===== config.mk =====
export PLATFORM = sky130hd
export DESIGN_NAME = adc_conversion_control
export DESIGN_NICKNAME = d
export VERILOG_FILES = /design/src/include/adc_ctrl_pkg.sv /design/src/hdl/adc_conversion_control.sv /design/src/hdl/conv_timer.sv /design/src/hdl/start_edge_sync.sv
export SDC_FILE = /design/constraint.sdc
export NUM_CORES = 1
export LEC_CHECK = 0
export BUFFER_PORTS_ARGS = -buffer_cell sky130_fd_sc_hd__buf_2
export CORE_MARGIN = 1
export CORE_UTILIZATION = 45
export CTS_CLUSTER_DIAMETER = 50
export DETAILED_ROUTE_END_ITERATION = 10
export PLACE_DENSITY = 0.75
export REMOVE_ABC_BUFFERS = 1
export SYNTH_ARGS = -nofsm -noshare
export SYNTH_HDL_FRONTEND = slang
export SYNTH_SLANG_ARGS = --single-unit

===== constraint.sdc =====
create_clock -name ref_clk -period 2.2 [get_ports ref_clk]
set_input_delay 0.22 -clock ref_clk [delete_from_list [all_inputs] [get_ports ref_clk]]
set_output_delay 0.22 -clock ref_clk [all_outputs]
set_load 0.1 [all_outputs]

===== src/include/adc_ctrl_pkg.sv =====
// Constants and types shared by the converter control block.
// Assumes a plain register port: address, write data, write and read strobes.
//
// Overview of operation
// - Writing one to start/busy starts a conversion.
// - External pin ignored while external trigger disabled.
// - Enabled pin rising edge starts and sets busy.
// - Done flag set on result; interrupt if enabled.
// - Software cannot set the done flag.
// - No new start while busy, or while done unless the same write clears it.
// - Busy holds during conversion, clears after done.
// - Software clearing busy aborts the conversion.
// - Channel field selects one of four inputs.
// - Channel writable only while idle.
// - Result split: upper eight, lower two in control.
// - Done/busy pair encodes idle, busy, complete, transient.
package adc_ctrl_pkg;

  // ----------------------------------------------------------------------
  // Register map
  // ----------------------------------------------------------------------
  localparam logic [7:0] CTRL_STATUS_ADDR = 8'hE1;
  localparam logic [7:0] RESULT_UPPER_ADDR = 8'hE2;
  localparam logic [7:0] IRQ_STATUS_ADDR  = 8'hE3;
  localparam logic [7:0] IRQ_MASK_ADDR    = 8'hE4;

  // ----------------------------------------------------------------------
  // Control register fields
  // ----------------------------------------------------------------------
  localparam int RES_LO_HI_POS = 7;
  localparam int RES_LO_LO_POS = 6;
  localparam int EXT_EN_POS    = 5;
  localparam int DONE_POS      = 4;
  localparam int BUSY_POS      = 3;
  localparam int CLKSEL_POS    = 2;
  localparam int CHAN_HI_POS   = 1;
  localparam int CHAN_LO_POS   = 0;

  localparam logic [7:0] CTRL_RESET   = 8'h00;
  localparam logic [7:0] RESULT_RESET = 8'h00;

  // ----------------------------------------------------------------------
  // Timing
  // ----------------------------------------------------------------------
  localparam int CLK_PERIOD_NS   = 20;
  localparam int CONV_TIME_NS    = 2000;
  localparam int CONV_CYCLES     = CONV_TIME_NS / CLK_PERIOD_NS;
  localparam logic [7:0] CONV_LAST = 8'(CONV_CYCLES - 1);

  typedef enum logic [1:0] {
    ST_IDLE,
    ST_CONV,
    ST_DONE
  } conv_state_t;

endpackage : adc_ctrl_pkg

===== src/hdl/adc_conversion_control.sv =====
// Converter control and status: start, abort, channel select, result store.
// Assumes synchronous inputs apart from external_start_pin; the converter core delivers its sample on
// the conv_finish cycle, the last one in ST_CONV, through sample_in.
`timescale 1ns/1ps
module adc_conversion_control (
  input  wire logic                    ref_clk,
  input  wire logic                    nrst,
  input  wire logic [7:0]              reg_addr,
  input  wire logic [7:0]              reg_wdata,
  input  wire logic                    reg_wr,
  input  wire logic                    reg_rd,
  output logic [7:0]                   reg_rdata,
  input  wire logic                    external_start_pin,
  input  wire logic [9:0]              sample_in,
  output logic [1:0]                   channel_sel,
  output logic                         conv_active,
  output logic                         irq
);
  import adc_ctrl_pkg::*;

  // ----------------------------------------------------------------------
  // State
  // ----------------------------------------------------------------------
  typedef struct packed {
    conv_state_t st;
    logic        external_trigger_enable;
    logic        conversion_done_flag;
    logic        start_busy_bit;
    logic        clksel;
    logic [1:0]  chan;
    logic [9:0]  result;
    logic        irq_stat;
    logic        irq_mask;
    logic [7:0]  rdata;
  } ctl_t;

  ctl_t c_q;
  ctl_t c_d;

  logic ext_rise;
  logic conv_finish;
  logic wr_ctrl;
  logic wr_istat;
  logic wr_imask;
  logic sw_start;
  logic sw_clear_busy;
  logic start_req;
  logic can_start;
  logic [7:0] ctrl_view;

  start_edge_sync u_sync (
    .ref_clk    (ref_clk),
    .nrst       (nrst),
    .pin_in     (external_start_pin),
    .rise_pulse (ext_rise)
  );

  conv_timer u_tmr (
    .ref_clk (ref_clk),
    .nrst    (nrst),
    .run     (c_q.st == ST_CONV),
    .finish  (conv_finish)
  );

  // ----------------------------------------------------------------------
  // Decode
  // ----------------------------------------------------------------------
  assign wr_ctrl  = reg_wr && (reg_addr == CTRL_STATUS_ADDR);
  assign wr_istat = reg_wr && (reg_addr == IRQ_STATUS_ADDR);
  assign wr_imask = reg_wr && (reg_addr == IRQ_MASK_ADDR);

  // Starts are judged against the flags as they stand before this write,
  // except that a done clear in the same write may release a start.
  assign sw_start      = wr_ctrl && reg_wdata[BUSY_POS];
  assign sw_clear_busy = wr_ctrl && !reg_wdata[BUSY_POS] && c_q.start_busy_bit;
  assign start_req     = sw_start || (ext_rise && c_q.external_trigger_enable);
  assign can_start     = !c_q.start_busy_bit
                         && (!c_q.conversion_done_flag
                             || (wr_ctrl && !reg_wdata[DONE_POS]));

  always_comb
  begin
    ctrl_view                = CTRL_RESET;
    ctrl_view[RES_LO_HI_POS] = c_q.result[1];
    ctrl_view[RES_LO_LO_POS] = c_q.result[0];
    ctrl_view[EXT_EN_POS]    = c_q.external_trigger_enable;
    ctrl_view[DONE_POS]      = c_q.conversion_done_flag;
    ctrl_view[BUSY_POS]      = c_q.start_busy_bit;
    ctrl_view[CLKSEL_POS]    = c_q.clksel;
    ctrl_view[CHAN_HI_POS]   = c_q.chan[1];
    ctrl_view[CHAN_LO_POS]   = c_q.chan[0];
  end

  // ----------------------------------------------------------------------
  // Next state
  // ----------------------------------------------------------------------
  always_comb
  begin
    c_d = c_q;

    // Read data for the cycle after the strobe; unmapped reads give zero.
    c_d.rdata = 8'h00;
    if (reg_rd)
    begin
      case (reg_addr)
        CTRL_STATUS_ADDR:  c_d.rdata = ctrl_view;
        RESULT_UPPER_ADDR: c_d.rdata = c_q.result[9:2];
        IRQ_STATUS_ADDR:   c_d.rdata = {7'h00, c_q.irq_stat};
        IRQ_MASK_ADDR:     c_d.rdata = {7'h00, c_q.irq_mask};
        default:           c_d.rdata = 8'h00;
      endcase
    end

    if (wr_ctrl)
    begin
      c_d.external_trigger_enable = reg_wdata[EXT_EN_POS];
      c_d.clksel                  = reg_wdata[CLKSEL_POS];
      // Software may only clear the done flag, never set it.
      if (!reg_wdata[DONE_POS])
        c_d.conversion_done_flag = 1'b0;
      if (!c_q.conversion_done_flag && !c_q.start_busy_bit)
        c_d.chan = {reg_wdata[CHAN_HI_POS], reg_wdata[CHAN_LO_POS]};
    end
    if (wr_imask)
      c_d.irq_mask = reg_wdata[0];
    if (wr_istat && reg_wdata[0])
      c_d.irq_stat = 1'b0;

    case (c_q.st)
      ST_IDLE:
      begin
        if (start_req && can_start)
        begin
          c_d.st             = ST_CONV;
          c_d.start_busy_bit = 1'b1;
        end
      end
      ST_CONV:
      begin
        if (sw_clear_busy)
        begin
          c_d.st             = ST_IDLE;
          c_d.start_busy_bit = 1'b0;
        end
        else if (conv_finish)
        begin
          c_d.st                   = ST_DONE;
          c_d.result               = sample_in;
          c_d.conversion_done_flag = 1'b1;
        end
      end
      ST_DONE:
      begin
        // One-cycle 1/1 transient, then busy drops.
        c_d.start_busy_bit = 1'b0;
        c_d.st             = ST_IDLE;
      end
      default:
        c_d.st = ST_IDLE;
    endcase

    // Set wins over a same-cycle clear.
    if (c_q.st == ST_CONV && conv_finish && !sw_clear_busy)
      c_d.irq_stat = 1'b1;
  end

  always_ff @(posedge ref_clk or negedge nrst)
  begin
    if (!nrst)
      c_q <= '{st: ST_IDLE, result: 10'h000, rdata: 8'h00, chan: 2'b00, default: 1'b0};
    else
      c_q <= c_d;
  end

  // ----------------------------------------------------------------------
  // Outputs
  // ----------------------------------------------------------------------
  assign reg_rdata   = c_q.rdata;
  assign channel_sel = c_q.chan;
  assign conv_active = (c_q.st == ST_CONV);
  assign irq         = c_q.irq_stat & c_q.irq_mask;

  // ----------------------------------------------------------------------
  // Checks
  // ----------------------------------------------------------------------
  no_start_blocked_a: assert property (@(posedge ref_clk) disable iff (!nrst)
    (c_q.st != ST_CONV && c_q.start_busy_bit) |=> (c_q.st != ST_CONV))
    else $error("conversion started while busy");

  busy_drop_a: assert property (@(posedge ref_clk) disable iff (!nrst)
    $rose(c_q.conversion_done_flag) |-> c_q.start_busy_bit ##1 !c_q.start_busy_bit)
    else $error("busy not cleared right after done");

  abort_now_a: assert property (@(posedge ref_clk) disable iff (!nrst)
    (conv_active && sw_clear_busy) |=> (!conv_active && !c_q.start_busy_bit && !c_q.conversion_done_flag))
    else $error("abort did not stop the conversion");

  sw_no_set_a: assert property (@(posedge ref_clk) disable iff (!nrst)
    (!c_q.conversion_done_flag && !(conv_active && conv_finish)) |=> !c_q.conversion_done_flag)
    else $error("done flag set without a result");

  ext_ignored_a: assert property (@(posedge ref_clk) disable iff (!nrst)
    (c_q.st == ST_IDLE && !c_q.external_trigger_enable && !sw_start) |=> c_q.st != ST_CONV)
    else $error("external pin started a disabled conversion");

  ext_start_a: assert property (@(posedge ref_clk) disable iff (!nrst)
    (c_q.st == ST_IDLE && ext_rise && c_q.external_trigger_enable && can_start)
      |=> (conv_active && c_q.start_busy_bit))
    else $error("enabled external edge did not start");

  chan_locked_a: assert property (@(posedge ref_clk) disable iff (!nrst)
    (c_q.start_busy_bit || c_q.conversion_done_flag) |=> $stable(c_q.chan))
    else $error("channel changed while not idle");

  result_with_done_a: assert property (@(posedge ref_clk) disable iff (!nrst)
    $rose(c_q.conversion_done_flag) |-> (c_q.result == $past(sample_in)))
    else $error("result not stored with done flag");

  conv_length_a: assert property (@(posedge ref_clk) disable iff (!nrst)
    $rose(conv_active) |-> conv_active [*2])
    else $error("conversion shorter than expected");

endmodule : adc_conversion_control


===== src/hdl/conv_timer.sv =====
// Conversion timer: counts the converter's fixed conversion time.
// Assumes the caller holds run high for the whole conversion.
`timescale 1ns/1ps
module conv_timer (
  input  wire logic ref_clk,
  input  wire logic nrst,
  input  wire logic run,
  output logic      finish
);
  import adc_ctrl_pkg::*;

  typedef struct packed {
    logic [7:0] cnt;
  } tmr_t;

  tmr_t t_q;
  tmr_t t_d;

  always_comb
  begin
    t_d = t_q;
    if (!run)
      t_d.cnt = 8'h00;
    else if (t_q.cnt != CONV_LAST)
      t_d.cnt = t_q.cnt + 8'h01;
  end

  always_ff @(posedge ref_clk or negedge nrst)
  begin
    if (!nrst)
      t_q <= '0;
    else
      t_q <= t_d;
  end

  assign finish = run && (t_q.cnt == CONV_LAST);

endmodule : conv_timer


===== src/hdl/start_edge_sync.sv =====
// Two-stage synchroniser with rising-edge detector for the start pin.
// Assumes one clock and an asynchronous active-low reset.
`timescale 1ns/1ps
module start_edge_sync (
  input  wire logic ref_clk,
  input  wire logic nrst,
  input  wire logic pin_in,
  output logic      rise_pulse
);
  typedef struct packed {
    logic meta;
    logic sync;
    logic prev;
  } sync_t;

  sync_t s_q;
  sync_t s_d;

  always_comb
  begin
    s_d      = s_q;
    s_d.meta = pin_in;
    s_d.sync = s_q.meta;
    s_d.prev = s_q.sync;
  end

  always_ff @(posedge ref_clk or negedge nrst)
  begin
    if (!nrst)
      s_q <= '0;
    else
      s_q <= s_d;
  end

  // Only the second and third stages feed the edge test.
  assign rise_pulse = s_q.sync & ~s_q.prev;

  edge_pulse_a: assert property (@(posedge ref_clk) disable iff (!nrst) rise_pulse |=> !rise_pulse)
    else $error("start edge pulse longer than one cycle");

endmodule : start_edge_sync


# [Word-level counts from Yosys, hierarchy flattened]
# Index checks and enable logic that the tools add are counted.
[totals] regBits=39 inputBits=31 out_inout_bits=12 elab_cells=78
[op_classes] n_addsub=1 n_eq_ne=12 muxes=18 bitwise=4 reduce_logical=29
[ops] cell="8-bit equality test, second input constant" n=4
[ops] cell="8-bit one-hot mux with 4 select lines" n=1
[ops] cell="8-bit two-way mux" n=3
[ops] cell="1-bit logical AND" n=15
[ops] cell="1-bit two-way mux" n=9
[ops] cell="8-bit by 1-bit adder with 8-bit output, second input constant" n=1
[ops] cell="8-bit by 7-bit equality test with 1-bit output, second input constant" n=1
[ops] cell="8-bit by 7-bit inequality test with 1-bit output, second input constant" n=1
[ops] cell="2-bit two-way mux" n=3
[ops] cell="2-bit inequality test, second input constant" n=3
[ops] cell="3-bit AND reduction" n=2
[ops] cell="1-bit logical NOT" n=5
[ops] cell="2-bit one-hot mux with 2 select lines" n=1
[ops] cell="2-bit AND reduction" n=2
[ops] cell="3-bit inequality test, second input constant" n=1
[ops] cell="1-bit one-hot mux with 3 select lines" n=1
[ops] cell="3-bit nonzero test" n=1
[ops] cell="1-bit AND" n=2
[ops] cell="2-bit by 1-bit equality test with 1-bit output, second input constant" n=1
[ops] cell="2-bit equality test, second input constant" n=1
[ops] cell="2-bit logical NOT" n=1
[ops] cell="1-bit logical OR" n=2
[ops] cell="1-bit inverter" n=2
[ops] cell="2-bit nonzero test" n=1

# [Longest topological paths before layout]
[logic_depth] depth_word=8 ltp_mapped=7 ltp_nobuf=6

# [Cells and area by module]
# From an unflattened synthesis, not the netlist that was laid out.
[hier_totals] cells_unflattened=169 area_unflattened_um2=1948.1
[by_module_without_submodules] mod="adc_conversion_control" n_inst=1 cells_each=122 area_per_inst_um2=1413.9 seq_area_each_um2=700.7
[by_module_without_submodules] mod="conv_timer" n_inst=1 cells_each=43 area_per_inst_um2=445.4 seq_area_each_um2=200.2
[by_module_without_submodules] mod="start_edge_sync" n_inst=1 cells_each=4 area_per_inst_um2=88.8 seq_area_each_um2=75.1

# [Worst setup path after synthesis]
# OpenSTA, ideal clock, no wires.
[synth_timing] path_type="register to register" start="register c_q[27] in the netlist's numbering" end="register c_q[10] in the netlist's numbering" setup_ps=125 t_arrival_ps=2289 t_required_ps=2075 slack_ps=-214 path_stages_with_launch=7 n_path_buf=1 cell_sequence="dfrtp_1 inv_1 ha_1 o31a_2 and2_1 buf_6 mux2_2"
[synth_between] elab_chain_cells=3
[synth_lines] item="start: declaration" line="adc_conversion_control.sv:37" text="ctl_t c_q;"
[synth_lines] item="start signal: assignment" line="adc_conversion_control.sv:170" text="c_q <= '{st: ST_IDLE, result: 10'h000, rdata: 8'h00, chan: 2'b00, default: 1'b0};"
[synth_lines] item="start signal: assignment" line="adc_conversion_control.sv:172" text="c_q <= c_d;"
[synth_lines] item="2-bit by 1-bit equality test with 1-bit output (*)"
[synth_lines] item="net conv_active" line="adc_conversion_control.sv:16" text="output logic conv_active,"
[synth_lines] item="1-bit logical AND" line="conv_timer.sv:36" text="assign finish = run && (t_q.cnt == CONV_LAST);"
[synth_lines] item="3-bit AND reduction (no source line) (*)"
# Mark *: on every way through the listed nets, which the timed path passes. The rest lies on a longest branch.
# A chain may end at the register's enable or synchronous reset.

# [Worst setup path after layout]
[layout_timing] start="register u_tmr.t_q[2] in the netlist's numbering" end="register c_q[18] in the netlist's numbering"
[layout_between] elab_chain_cells=3
[layout_lines] item="start: declaration" line="conv_timer.sv:16" text="tmr_t t_q;"
[layout_lines] item="start signal: assignment" line="conv_timer.sv:33" text="t_q <= t_d;"
[layout_lines] item="8-bit by 7-bit equality test with 1-bit output" line="conv_timer.sv:36"
[layout_lines] item="1-bit logical AND" line="conv_timer.sv:36"
[layout_lines] item="3-bit AND reduction (no source line)"
# Every way passes these cells.

==> results.yml <==
outcome:
  outcome: "finished clean"
routing:
  firstDrtPassIters: 6
  drt_iter0_drc: 56
  wl_per_cell_um: 13.51
  wirelength_um: 3390
  ant_nets: 0
  vias_per_cell: 5.127
  drc: 0
  vias: 1287
clock_network:
  cts_root_buf: "clkbuf_8"
  clock_sinks: 39
  ctsLongestPathBuffers: 2
  clkTransAtPathRegs_ps: 70
  post-cts-setup-buffer-count: 0
  numCtsBuffers: 5
  holdBufCountCts: 0
  cts_resized: 0
  htreeDepth: 2
  cts_tree: "done"
  clkLatencyLatePin_ps: 300
synthesis:
  ys_warn_count: 0
  synth_cells: 160
  synth.top_cell.area_share_pct: 52.35
  syn_area_sq_um: 1864
  synth.largest_area_cell: "dfrtp_1"
  yosysSeqAreaShare_pct: 52.35
  ys_ff_latch: 39
  ys_top_cells_by_area: "dfrtp_1 52%, mux2_2 7.9%, buf_4 4.0%"
  syn_avg_cell_area_sq_um: 11.65
  ys_types: 40
timing:
  worst_slew_pin_slew_ps: 835.3
  hold_viol: 0
  setup_viol: 0
  rsz0062_at_grt: "no"
  skew_ps: 6.623
  post-route-period-util_pct: 88.41
  drv_slew: 0
  finalCriticalPeriod_ps: 1945
  max_freq_mhz: 514.1
  hold_ws_ps: 22.88
  slew_headroom_pct: 44.32
critical_path:
  crit_chain: "or4b_1 -> nor3_2 -> and2_1 -> buf_12 -> mux2_2"
  worstPathMaxFanout: 11
  crit_type: "reg -> reg"
  slowest_stage: "or4b_1"
  start_kind: "flop"
  cp_data_required_time_ps: 2380
  setup.worst_path.end_class: "flop"
  slowest_delay_ps: 540
  arrival_ps: 2120
cells_and_area:
  finalNetCount: 235
  diodes: 0
  final_cells: 251
  area_delta_synth_final_pct: 16.44
  fillCellCount: 364
  drive_above_1_share_pct: 36.32
floorplan:
  initial_core_util_pct: 46.61
  core_sq_um: 4000
  num_io_pins: 43
  die_area_sq_um: 4404
  num_rows: 23
  fp.dieH_um: 66.37
  die_width_um: 66.37
pwr:
  p_per_area_nw_per_um2: 713.1
  power_w: 0.001548
  ir_worst_vdd_mv: 0.3893
  p_leak_nw: 1.066
global_routing:
  grt_pass1_vias: 1261
  antenna_found_initial: 0
  grt_overflow: 0
  grt_max_degree: 40
  grt_pass1_wl_um: 5575
  grt_usage_pct: 17.87
placed_design:
  hpwl_um: 2485
  gp_congestion: 0.7654
  place_inst: 243
  io_buffers: 40
worst_hold_path:
  worstHoldPathType: "in -> async"
job:
  max_cap_violations: 0
[stage by stage]
stage / util (%) / setup slack (ps) / instance area (sq um) / setup TNS (ps)
2_1_floorplan: - / -303.3 / 1774 / -3098
3_3_place_gp: 52.17 / 237.0 / 2087 / 0
3_5_place_dp: 52.17 / 235.4 / 2087 / 0
4_1_cts: 54.27 / 254.4 / 2171 / 0
5_1_grt: 54.27 / 172.5 / 2171 / 0
6_report: 54.27 / 255.0 / 2171 / 0
[power by group]
group	internal, W	switching [W]	total (W)
Combinational	0.000108	0.000184	0.000292
Sequential	0.000749	0.0000411	0.000791
Clock	0.000217	0.000249	0.000466
Total	0.00107	0.000474	0.00155
[final timing paths]
check                                         from  cells past startpoint            end  slack [ps]
worst min-delay path                          nrst                      1   u_tmr.t_q[7]          20
max in group asynchronous                     nrst                      1   reg_rdata[6]        1660
worst max-delay path                  u_tmr.t_q[2]                      5        c_q[18]         260
worst min register to register       u_sync.s_d[1]                      0  u_sync.s_d[0]         350
min in group ref_clk            external_start_pin                      1  u_sync.s_d[1]          30
worst max register to register        u_tmr.t_q[2]                      5        c_q[18]         260
[cell families after synthesis]
family | after synthesis | synth area share, %
and+or+nand+nor | 53 | 16.71
DFF | 39 | 52.35
AOI/OAI and AO/OA | 23 | 8.524
muxes | 18 | 11.07
buffers and inverters | 17 | 5.839
xor gates and xnor gates | 6 | 2.819
adders and majority gates | 4 | 2.685
[cell usage in the layout, fill, tap and decap left out, drive strengths merged, types with 4 or more instances in the layout]
cell     n
mux2    15
a22oi    8
xnor2    4
clkbuf   5
nor2    11
nand2    7
ha       4
inv      5
buf     45
and2     7
o21ai    5
dfrtp   39
nand3    7
[synthesized netlist by cell type (all sizes together)]
master,number
a21boi,1
a21oi,2
a22oi,8
a311oi,1
and2,7
and3,2
buf,11
clkbuf,1
dfrtp,39
ha,4
inv,5
mux2,15
mux2i,3
nand2,7
nand2b,2
nand3,7
nand4,1
nand4b,1
nand4bb,1
nor2,11
nor2b,2
nor3,3
nor3b,1
nor4,2
o21a,1
o21ai,5
o22ai,1
o31a,1
o31ai,2
o41ai,1
or3,3
or3b,1
or4b,1
or4bb,1
xnor2,4
xor2,2
[per-layer routing]
metal	global-route usage, %	vias to the layer above	routed length, um
li1	-	636	-
met5	0	-	0
met2	28.06	35	1605
met1	22.07	609	1538
met4	10.37	0	75
met3	4.655	7	170
[worst max-delay path: cells and delay by family, from the launching register on]
| family | cells | cell delay, ps |
|---|---|---|
| simple gates | 3 | 910 |
| mux | 1 | 340 |
| buf+inv | 1 | 150 |
| flops | 1 | 440 |
[cell type report]
cell class | instances | area (sq um) | share of cell area (%)
clock buffer | 5 | 68.82 | 3.170
multi-input combinational | 104 | 779.5 | 35.91
timing repair buffer | 45 | 250.2 | 11.53
clock inverter | 3 | 15.01 | 0.6916
sequential | 39 | 975.9 | 44.96
inverter | 5 | 18.77 | 0.8646
tap | 50 | 62.56 | 2.882
[flip-flops by register name (all words and copies together) (netlist names)]
| register | flops |
|---|---|
| c_q | 18 |
| reg_rdata | 8 |
| u_tmr.t_q | 8 |
| channel_sel | 2 |
| u_sync.s_d | 2 |
| u_sync.s_q | 1 |
No activity file was read; power rests on OpenSTA's default activity.
